$ cat config.mk
export PLATFORM = sky130hd
export DESIGN_NAME = itd_regs
export DESIGN_NICKNAME = d
export VERILOG_FILES = /design/src/rtl/itd_pkg.sv /design/src/rtl/itd_phase_if.sv /design/src/rtl/itd_phase_timer.sv /design/src/rtl/itd_regs.sv
export SDC_FILE = /design/constraint.sdc
export NUM_CORES = 1
export LEC_CHECK = 0
export ABC_AREA = 1
export BUFFER_PORTS_ARGS = -buffer_cell sky130_fd_sc_hd__buf_2
export CORE_MARGIN = 10
export CORE_UTILIZATION = 35
export DETAILED_ROUTE_END_ITERATION = 7
export PLACE_DENSITY_LB_ADDON = 0.1
export RECOVER_POWER = 50
export SLEW_MARGIN = 20
export SYNTH_ARGS = -nofsm -noshare
export SYNTH_HDL_FRONTEND = slang
export SYNTH_HIERARCHICAL = 1
export SYNTH_SLANG_ARGS = --single-unit
$ cat constraint.sdc
create_clock -name clk_sys -period 3.75 [get_ports clk_sys]
set_clock_uncertainty 0.2 [all_clocks]
set_input_delay 0.1875 -clock clk_sys [delete_from_list [all_inputs] [get_ports clk_sys]]
set_output_delay 0.1875 -clock clk_sys [all_outputs]
set_load 0.02 [all_outputs]
$ cat src/rtl/itd_pkg.sv
package itd_pkg;
  // ----------------------------------------------------------------
  // Register map
  // ----------------------------------------------------------------
  localparam logic [7:0] ITD_ADDR_SCL_HIGH = 8'h18;
  localparam logic [7:0] ITD_ADDR_SCL_LOW = 8'h19;
  localparam logic [7:0] ITD_ADDR_DATAPATH = 8'h1a;
  localparam logic [7:0] ITD_ADDR_CRC_ERR = 8'h1b;
  // ----------------------------------------------------------------
  // Reset values and field positions
  // ----------------------------------------------------------------
  localparam logic [7:0] ITD_SCL_RESET = 8'h7f;
  localparam logic [7:0] ITD_ZERO8 = 8'h00;
  localparam logic [7:0] ITD_CNT_MAX = 8'hff;
  localparam logic [7:0] ITD_ONE8 = 8'h01;
  localparam int ITD_BIT_AUX = 3;
  localparam int ITD_BIT_RSVD2 = 2;
  localparam int ITD_BIT_WIDE = 1;
  localparam int ITD_BIT_SURR = 0;
  localparam logic ITD_SURR_RESET = 1'b1;
  localparam logic ITD_WIDE_RESET = 1'b0;
  // ----------------------------------------------------------------
  // Timing: one count step is one system clock period
  // ----------------------------------------------------------------
  localparam int ITD_CLK_PERIOD_NS = 50;
  localparam int ITD_EXTRA_PERIODS = 5;
  localparam logic [8:0] ITD_EXTRA_M1 = 9'(ITD_EXTRA_PERIODS - 1);
  localparam logic [8:0] ITD_EXTRA_FULL = 9'(ITD_EXTRA_PERIODS);
  localparam logic [1:0] ITD_STRAP_SETTLE = 2'h3;
  // Master clock generator phases
  typedef enum logic [1:0] {ITD_MS_IDLE, ITD_MS_HIGH, ITD_MS_LOW} itd_mst_state_t;
endpackage

$ cat src/rtl/itd_phase_if.sv
`timescale 1ns/1ns
`default_nettype none
// Start and completion of one timed clock phase
interface itd_phase_if;
  logic start;
  logic [7:0] count;
  logic done;
  logic busy;
  modport ctl (output start, output count, input done, input busy);
  modport tmr (input start, input count, output done, output busy);
endinterface
`default_nettype wire

$ cat src/rtl/itd_phase_timer.sv
`timescale 1ns/1ns
`default_nettype none
module itd_phase_timer (
  // Clock and reset
  input wire logic clk_sys,
  input wire logic rst_n,
  // Phase request
  itd_phase_if.tmr ph
);
  import itd_pkg::*;

  // ----------------------------------------------------------------
  // Down counter, phase lasts count plus the fixed extra periods
  // ----------------------------------------------------------------
  logic [8:0] cnt_q, cnt_d;
  logic busy_q, busy_d;

  assign ph.busy = busy_q;
  assign ph.done = busy_q && (cnt_q == 9'h000);

  // Restart allowed in the done cycle so back to back phases abut
  always_comb begin
    cnt_d = cnt_q;
    busy_d = busy_q;
    if (ph.start) begin
      cnt_d = {1'b0, ph.count} + ITD_EXTRA_M1;
      busy_d = 1'b1;
    end else if (ph.done) begin
      busy_d = 1'b0;
    end else if (busy_q) begin
      cnt_d = cnt_q - 9'h001;
    end
  end

  always_ff @(posedge clk_sys or negedge rst_n) begin
    if (!rst_n) begin
      cnt_q <= 9'h000;
      busy_q <= 1'b0;
    end else begin
      cnt_q <= cnt_d;
      busy_q <= busy_d;
    end
  end

  // ----------------------------------------------------------------
  // Checks
  // ----------------------------------------------------------------
  logic [8:0] el_q;
  logic [8:0] exp_q;
  always_ff @(posedge clk_sys or negedge rst_n) begin
    if (!rst_n) begin
      el_q <= 9'h000;
      exp_q <= 9'h000;
    end else if (ph.start) begin
      el_q <= 9'h001;
      exp_q <= {1'b0, ph.count} + ITD_EXTRA_FULL;
    end else begin
      el_q <= el_q + 9'h001;
    end
  end

  a_phase_exact_len: assert property (@(posedge clk_sys) disable iff (!rst_n)
    ph.done |-> el_q == exp_q)
    else $error("phase length differs from count plus five");

  a_phase_min_len: assert property (@(posedge clk_sys) disable iff (!rst_n)
    ph.start && !busy_q |=> !ph.done [*4])
    else $error("phase ended sooner than five periods");
endmodule
`default_nettype wire

$ cat src/rtl/itd_regs.sv
`timescale 1ns/1ns
`default_nettype none
// Behaviour
// - Master SCL high phase sized by 8-bit register in count steps
// - Master SCL low phase sized by separate 8-bit register
// - Slave reuses low count as SDA setup before releasing SCL
// - Each phase lasts programmed count plus five extra periods; master SCL high lasts count plus ten, counting only once SCL is seen high
// - Both phase counts reset to 0x7F
// - Data path bit 3 is read-only auxiliary audio enable status
// - Auxiliary audio enable loaded from mode strap pin at power-up
// - Bit 1 selects 24-bit plus controls or 28-bit payload
// - Bit 0 selects surround audio, else basic channel configuration
// - Surround audio carried only by data-island transport
// - In repeater, in-band mode detection may override surround bit
// - Self-test CRC error counter is 8 bits, saturating at 255
// - Counter clears on new self-test run or software clear
module itd_regs (
  // Clock and reset
  input wire logic clk_sys,
  input wire logic rst_n,
  // Register access port from the control interface
  input wire logic [7:0] reg_addr,
  input wire logic reg_wr,
  input wire logic [7:0] reg_wdata,
  input wire logic reg_rd,
  output logic [7:0] reg_rdata,
  // Local master clock pin, open drain
  input wire logic scl_mst_i,
  output logic scl_mst_o,
  output logic scl_mst_oe,
  input wire logic mst_enable,
  // Slave data setup
  input wire logic slv_data_presented,
  output logic slv_scl_release,
  // Strap and auxiliary audio control
  input wire logic config_strap_pin_zero,
  input wire logic aux_cfg_wr,
  input wire logic aux_cfg_val,
  output logic aux_audio_en,
  // Data path controls
  input wire logic repeater_mode,
  input wire logic inband_override_en,
  input wire logic inband_surround_valid,
  input wire logic inband_surround,
  input wire logic [1:0] i2s_basic_cfg,
  output logic wide_payload_select,
  output logic surround_audio_en,
  output logic island_transport_force,
  output logic [1:0] i2s_chan_cfg,
  // Self-test back channel
  input wire logic selftest_active,
  input wire logic selftest_start,
  input wire logic selftest_count_clear,
  input wire logic bc_frame_done,
  input wire logic bc_crc_bad,
  output logic [7:0] selftest_crc_error_count
);
  import itd_pkg::*;
  // ----------------------------------------------------------------
  // Writable registers
  // ----------------------------------------------------------------
  logic [7:0] scl_high_q, scl_high_d;
  logic [7:0] scl_low_q, scl_low_d;
  logic wide_q, wide_d;
  logic surr_q, surr_d;
  always_comb begin
    scl_high_d = scl_high_q;
    scl_low_d = scl_low_q;
    wide_d = wide_q;
    surr_d = surr_q;
    if (reg_wr) begin
      unique case (reg_addr)
        ITD_ADDR_SCL_HIGH: scl_high_d = reg_wdata;
        ITD_ADDR_SCL_LOW: scl_low_d = reg_wdata;
        ITD_ADDR_DATAPATH: begin
          // Bit 3 is status only, writes to it are dropped
          wide_d = reg_wdata[ITD_BIT_WIDE];
          surr_d = reg_wdata[ITD_BIT_SURR];
        end
        default: ;
      endcase
    end
  end
  always_ff @(posedge clk_sys or negedge rst_n) begin
    if (!rst_n) begin
      scl_high_q <= ITD_SCL_RESET;
      scl_low_q <= ITD_SCL_RESET;
      wide_q <= ITD_WIDE_RESET;
      surr_q <= ITD_SURR_RESET;
    end else begin
      scl_high_q <= scl_high_d;
      scl_low_q <= scl_low_d;
      wide_q <= wide_d;
      surr_q <= surr_d;
    end
  end
  // ----------------------------------------------------------------
  // Pin synchronisers, strap capture and auxiliary audio status
  // ----------------------------------------------------------------
  logic [2:0] strap_sync_q; // Three stages per pin
  logic [2:0] scl_sync_q;
  // Filtered level: changes only once stages two and three agree
  logic scl_seen_q, scl_seen_d;
  assign scl_seen_d = (scl_sync_q[1] == scl_sync_q[2]) ? scl_sync_q[2] : scl_seen_q;
  logic [1:0] settle_q, settle_d;
  logic strap_taken_q, strap_taken_d;
  logic aux_q, aux_d;
  // Strap is caught after reset release, once the synchroniser has filled
  always_comb begin
    settle_d = settle_q;
    strap_taken_d = strap_taken_q;
    aux_d = aux_q;
    if (settle_q != ITD_STRAP_SETTLE) begin
      settle_d = settle_q + 2'h1;
    end else if (!strap_taken_q && (strap_sync_q[1] == strap_sync_q[2])) begin
      aux_d = strap_sync_q[2];
      strap_taken_d = 1'b1;
    end
    // Bridge configuration register may rewrite it later
    if (aux_cfg_wr && strap_taken_q) begin
      aux_d = aux_cfg_val;
    end
  end
  always_ff @(posedge clk_sys or negedge rst_n) begin
    if (!rst_n) begin
      settle_q <= 2'h0;
      strap_taken_q <= 1'b0;
      aux_q <= 1'b0;
      scl_seen_q <= 1'b1;
      strap_sync_q <= 3'h0;
      scl_sync_q <= 3'h7;
    end else begin
      settle_q <= settle_d;
      strap_taken_q <= strap_taken_d;
      aux_q <= aux_d;
      scl_seen_q <= scl_seen_d;
      strap_sync_q <= {strap_sync_q[1:0], config_strap_pin_zero};
      scl_sync_q <= {scl_sync_q[1:0], scl_mst_i};
    end
  end
  assign aux_audio_en = aux_q;
  // ----------------------------------------------------------------
  // Data path outputs
  // ----------------------------------------------------------------
  logic surr_eff;
  // In-band detection wins in a repeater unless disabled
  assign surr_eff = (repeater_mode && inband_override_en && inband_surround_valid) ?
                    inband_surround : surr_q;
  assign surround_audio_en = surr_eff;
  assign island_transport_force = surr_eff;
  assign i2s_chan_cfg = surr_eff ? 2'h0 : i2s_basic_cfg;
  assign wide_payload_select = wide_q;
  // ----------------------------------------------------------------
  // Self-test CRC error counter
  // ----------------------------------------------------------------
  logic [7:0] crc_cnt_q, crc_cnt_d;
  logic crc_inc;
  logic crc_clr;
  assign crc_inc = selftest_active && bc_frame_done && bc_crc_bad;
  assign crc_clr = selftest_start || selftest_count_clear;
  // An error landing in the clear cycle is kept as the first count
  always_comb begin
    crc_cnt_d = crc_cnt_q;
    if (crc_clr) begin
      crc_cnt_d = crc_inc ? ITD_ONE8 : ITD_ZERO8;
    end else if (crc_inc && (crc_cnt_q != ITD_CNT_MAX)) begin
      crc_cnt_d = crc_cnt_q + ITD_ONE8;
    end
  end
  always_ff @(posedge clk_sys or negedge rst_n) begin
    if (!rst_n) begin
      crc_cnt_q <= ITD_ZERO8;
    end else begin
      crc_cnt_q <= crc_cnt_d;
    end
  end
  assign selftest_crc_error_count = crc_cnt_q;
  // ----------------------------------------------------------------
  // Register read port
  // ----------------------------------------------------------------
  logic [7:0] rdata_q, rdata_d;
  always_comb begin
    rdata_d = rdata_q;
    if (reg_rd) begin
      unique case (reg_addr)
        ITD_ADDR_SCL_HIGH: rdata_d = scl_high_q;
        ITD_ADDR_SCL_LOW: rdata_d = scl_low_q;
        ITD_ADDR_DATAPATH: begin
          rdata_d = ITD_ZERO8;
          rdata_d[ITD_BIT_AUX] = aux_q;
          rdata_d[ITD_BIT_WIDE] = wide_q;
          rdata_d[ITD_BIT_SURR] = surr_q;
        end
        ITD_ADDR_CRC_ERR: rdata_d = crc_cnt_q;
        default: rdata_d = ITD_ZERO8;
      endcase
    end
  end
  always_ff @(posedge clk_sys or negedge rst_n) begin
    if (!rst_n) begin
      rdata_q <= ITD_ZERO8;
    end else begin
      rdata_q <= rdata_d;
    end
  end
  assign reg_rdata = rdata_q;
  // ----------------------------------------------------------------
  // Master clock generator
  // ----------------------------------------------------------------
  itd_phase_if mst_ph ();
  itd_phase_if slv_ph ();
  itd_mst_state_t ms_q, ms_d;
  // High phase waits for the pin to read high, so a stretching slave holds it
  always_comb begin
    ms_d = ms_q;
    mst_ph.start = 1'b0;
    mst_ph.count = scl_low_q;
    unique case (ms_q)
      ITD_MS_IDLE: begin
        if (mst_enable) begin
          ms_d = ITD_MS_LOW;
          mst_ph.start = 1'b1;
        end
      end
      ITD_MS_LOW: begin
        if (mst_ph.done) begin
          ms_d = ITD_MS_HIGH;
        end
      end
      ITD_MS_HIGH: begin
        mst_ph.count = scl_high_q;
        if (!mst_ph.busy && scl_seen_q) begin
          mst_ph.start = 1'b1;
        end else if (mst_ph.done) begin
          ms_d = mst_enable ? ITD_MS_LOW : ITD_MS_IDLE;
          mst_ph.start = mst_enable;
          mst_ph.count = scl_low_q;
        end
      end
    endcase
  end
  always_ff @(posedge clk_sys or negedge rst_n) begin
    if (!rst_n) begin
      ms_q <= ITD_MS_IDLE;
    end else begin
      ms_q <= ms_d;
    end
  end
  assign scl_mst_o = 1'b0;
  assign scl_mst_oe = (ms_q == ITD_MS_LOW);
  itd_phase_timer u_mst_timer (
    .clk_sys(clk_sys),
    .rst_n(rst_n),
    .ph(mst_ph.tmr)
  );
  // Slave data setup interval reuses the low count
  assign slv_ph.start = slv_data_presented && !slv_ph.busy;
  assign slv_ph.count = scl_low_q;
  assign slv_scl_release = slv_ph.done;
  itd_phase_timer u_slv_timer (
    .clk_sys(clk_sys),
    .rst_n(rst_n),
    .ph(slv_ph.tmr)
  );
  // ----------------------------------------------------------------
  // Checks
  // ----------------------------------------------------------------
  a_crc_saturate_hold: assert property (@(posedge clk_sys) disable iff (!rst_n)
    crc_cnt_q == ITD_CNT_MAX && !crc_clr |=> crc_cnt_q == ITD_CNT_MAX)
    else $error("error counter left 255 without a clear");
  a_crc_single_step: assert property (@(posedge clk_sys) disable iff (!rst_n)
    crc_inc && !crc_clr && crc_cnt_q != ITD_CNT_MAX |=> crc_cnt_q == $past(crc_cnt_q) + ITD_ONE8)
    else $error("error counter did not step by one");
  a_crc_idle_hold: assert property (@(posedge clk_sys) disable iff (!rst_n)
    !crc_inc && !crc_clr |=> $stable(crc_cnt_q))
    else $error("error counter moved without an error");
  a_crc_clear_zero: assert property (@(posedge clk_sys) disable iff (!rst_n)
    crc_clr && !crc_inc |=> crc_cnt_q == ITD_ZERO8)
    else $error("error counter not cleared");
  a_surround_override: assert property (@(posedge clk_sys) disable iff (!rst_n)
    repeater_mode && inband_override_en && inband_surround_valid |->
    surround_audio_en == inband_surround)
    else $error("in-band detection did not override surround");
  a_island_forced: assert property (@(posedge clk_sys) disable iff (!rst_n)
    surround_audio_en |-> island_transport_force && i2s_chan_cfg == 2'h0)
    else $error("surround audio without island transport");
  a_aux_read_only: assert property (@(posedge clk_sys) disable iff (!rst_n)
    reg_wr && reg_addr == ITD_ADDR_DATAPATH && !aux_cfg_wr && strap_taken_q |=> $stable(aux_q))
    else $error("auxiliary audio status changed by a data path write");
  a_scl_high_write: assert property (@(posedge clk_sys) disable iff (!rst_n)
    reg_wr && reg_addr == ITD_ADDR_SCL_HIGH |=> scl_high_q == $past(reg_wdata))
    else $error("high count write lost");
  a_slv_uses_low: assert property (@(posedge clk_sys) disable iff (!rst_n)
    slv_ph.start |-> slv_ph.count == scl_low_q)
    else $error("slave setup not sized by low count");
endmodule
`default_nettype wire

==> results.sh <==
export IMPL_power_density_nw_per_um2=462.6
export IMPL_rsz0062_at_grt="no"
export IMPL_viasPerCell=4.738
export IMPL_violations="max-capacitance violations, max-slew violations"
export IMPL_yosysWarnings=6
export IMPL_antenna_diode_count=0
export IMPL_vias=3610
export IMPL_leakage_nw=2.498
export IMPL_relSlewSlack_pct=-18.75
export IMPL_root_buffer="clkbuf_16"
export IMPL_cp_arrival_ns=3.12
export IMPL_p_sw_share_pct=30.35
export IMPL_synth_distinct_cells=37
export IMPL_h_tree_depth=3
export IMPL_setup_violations=0
export IMPL_insertion_delay_ns=0.34
export IMPL_grt_first_pass_wirelength_um=18020
export IMPL_finalHoldViolCount=0
export IMPL_async_reset_ff_share_pct=100.0
export IMPL_synth_seq_area_share_pct=41.91
export IMPL_cts_resized=0
export IMPL_fin_hold_ws_ns=0.02653
export IMPL_antenna_found_initial=0
export IMPL_grt_pass1_vias=3697
export IMPL_area_growth_pct=20.23
export IMPL_rows=39
export IMPL_fin_tns_setup_ns=0
export IMPL_critPathMaxStageDelay_ns=1.19
export IMPL_synth_area_top_cells="dfrtp_1, nand2_1, dfstp_2"
export IMPL_ys_seq_elements=67
export IMPL_final_max_slew_violation_count=58
export IMPL_synth_fp_nets=577
export IMPL_gp_congestion=0.8416
export IMPL_ir_drop_mv=0.3034
export IMPL_worstPathRequired_ns=3.77
export IMPL_p_int_mw=1.572
export IMPL_comb_power_share_pct=20.5
export IMPL_max_freq_mhz=321.9
export IMPL_synth_top_area_share_pct=29.60
export IMPL_crit_type="in -> reg"
export IMPL_nets=657
export IMPL_final_cells=762
export IMPL_ios=62
export IMPL_path_clk_slew_ns=0.06
export IMPL_grt_max_degree=31
export IMPL_dr_pass1_iters=4
export IMPL_utilization_pct=42.91
export IMPL_die_y_um=127.7
export IMPL_clock_path_buffers=2
export IMPL_detailedPlace_worstSlack_ns=0.7890
export IMPL_cap_violations=2
export IMPL_total_power_mw=2.257
export IMPL_route_detailed_drc=0
export IMPL_drive_above_1_share_pct=20.52
export IMPL_overflow=0
export IMPL_cts_tree="done"
export IMPL_core_um2=11370
export IMPL_finalWorstSetupSlack_ns=0.6431
export IMPL_crit_chain="buf_2, inv_1, nand2_2, nor2_1, nand2_1, nor2_1, o21ai_0"
export IMPL_final_period_utilization_pct=82.85
export IMPL_yosysTopAreaCell="dfrtp_1"
export IMPL_synth_common_cells="nand2_1, nand3_1, inv_1, dfrtp_1, o21ai_0"
export IMPL_drtAntennaViolNets=0
export IMPL_final_cell_area_um2=4878
export IMPL_layout_min_cycle_time_ns=3.107
export IMPL_min_path_type="in -> reg"
export IMPL_tightest_slew_ns=1.781
export IMPL_syn_area_um2=4058
export IMPL_switching_power_uw=685.0
export IMPL_initial_core_util_pct=35.69
export IMPL_clock_power_share_pct=40.9
export IMPL_io_buffer_count=60
export IMPL_drt_iter0_markers=231
export IMPL_postPlaceCellArea_um2=4452
export IMPL_n_fill_cell=1186
export IMPL_cp_slowest_cell="nor2_1"
export IMPL_status="finished with violations"
export IMPL_synth_most_common_cell="nand2_1"
export IMPL_track_usage_pct=13.70
export IMPL_start_kind="input pin"
export IMPL_netlist_instances=534
export IMPL_wl_per_cell_um=13.97
export IMPL_post_synth_cell_area_avg_um2=7.599
export IMPL_synth_ff_type="dfrtp_1"
export IMPL_routed_wl_um=10640
export IMPL_seqPwrFrac_pct=38.6
export IMPL_endpoint_kind="flip-flop"
export IMPL_crit_fanout=26
export IMPL_cts_buffers=9
export IMPL_dp_hpwl_um=7971
export IMPL_die_w_um=127.7
export IMPL_cts_sinks=67
export IMPL_synth_edf_count=0
export IMPL_place_inst=727
export IMPL_die_area_um2=16300
export IMPL_crit_top_cell="nor2_1"
-- critical path: cells and delay by family --
kind	cells	cell delay [ns]
buf+inv	2	0.15
simple gates	4	2.54
compound gates	1	0.23
-- power groups by stage --
stage          registers [mW]  clock network, mW  logic [mW]
3_5_place_dp            0.883                  0       0.453
2_1_floorplan           0.867                  0       0.348
6_report                0.870              0.923       0.463
5_1_grt                 0.881              0.983       0.537
4_1_cts                 0.872              0.946       0.474
3_3_place_gp            0.881                  0       0.445
-- layer usage --
metal  track usage, %  vias up  share of wire [%]  wire length [um]
met5                0        -                  0                 0
met4            4.503        0                1.3               138
met3            4.425       11                4.8               514
met2            22.24       71                 47              5017
met1            16.80     1663                 47              4970
li1                 -     1865                  -                 -
-- sequential cells by signal (all words and copies together) (netlist names) --
| name | cells |
|---|---|
| u_mst_timer/cnt_q | 9 |
| reg_rdata | 8 |
| u_slv_timer/cnt_q | 9 |
| scl_high_q | 8 |
| surr_q | 1 |
| strap_taken_q | 1 |
| strap_sync_q | 3 |
| wide_payload_select | 1 |
| aux_audio_en | 1 |
| u_mst_timer/ph.busy | 1 |
| scl_low_q | 8 |
| ms_q | 2 |
| scl_sync_q | 3 |
| scl_seen_q | 1 |
| u_slv_timer/ph.busy | 1 |
| settle_q | 2 |
| selftest_crc_error_count | 8 |
-- kinds of logic after synthesis --
| family | count (synthesis) | synth area share (%) |
|---|---|---|
| fa+ha+maj | 7 | 2.097 |
| other cells | 1 | 0.09242 |
| xor+xnor | 7 | 1.511 |
| compound gates | 73 | 10.51 |
| buf+inv | 81 | 8.880 |
| simple gates | 296 | 34.44 |
| mux | 2 | 0.5550 |
| flops | 67 | 41.91 |
-- cells in the final DEF, fill, tap and decap left out, types with 2 or more instances in the layout --
master and n:
nand2_1 155, nand3_1 64, inv_1 61, dfrtp_1 48, o21ai_0 46, buf_2 41, nor2_1 39, clkbuf_1 20
dlygate4sd3_1 19, dfstp_2 18, nand2_2 13, clkbuf_16 9, nor2_2 7, inv_2 7, o21ai_2 7, nand4_1 6
nand2_4 6, ha_1 6, a21oi_1 5, xor2_1 4, xnor2_1 3, a31oi_1 3, clkinv_2 3, mux2_2 2
nor2_4 2, o21a_1 2, o21ai_1 2, bufinv_16 2, buf_4 2, nand3_2 2, a31o_2 2, o21bai_1 2
o31ai_1 2
-- final timing paths --
path	cells past startpoint	slack (ns)	from	to
max	7	0.64	reg_addr[6]	scl_high_q[5]
min	4	0.03	selftest_count_clear	selftest_crc_error_count[0]
max reg2reg	15	0.78	u_mst_timer/cnt_q[0]	u_mst_timer/cnt_q[6]
min reg2reg	0	0.15	strap_sync_q[0]	strap_sync_q[1]
max in group asynchronous	3	1.50	rst_n	scl_low_q[6]
min in group asynchronous	2	0.67	rst_n	u_mst_timer/cnt_q[8]
-- what timing repair did --
item / in CTS / in global routing
endpoints found under the hold margin: 56 / 0
endpoints found under the setup margin: 0 / 0
setup buffers: 0 / 0
hold buffers: 19 / 0
-- cell type report --
cell class / instances / area [um2] / share of cell area, %
repair buffers: 81 / 481.7 / 9.874
multi-input cells: 386 / 1937 / 39.70
flip-flops and latches: 67 / 1700 / 34.86
inverters: 69 / 260.3 / 5.335
well taps: 143 / 178.9 / 3.668
clock buffers: 11 / 242.7 / 4.976
clock inverters: 5 / 77.57 / 1.590
Note: power is estimated with default switching activity, not from simulation.
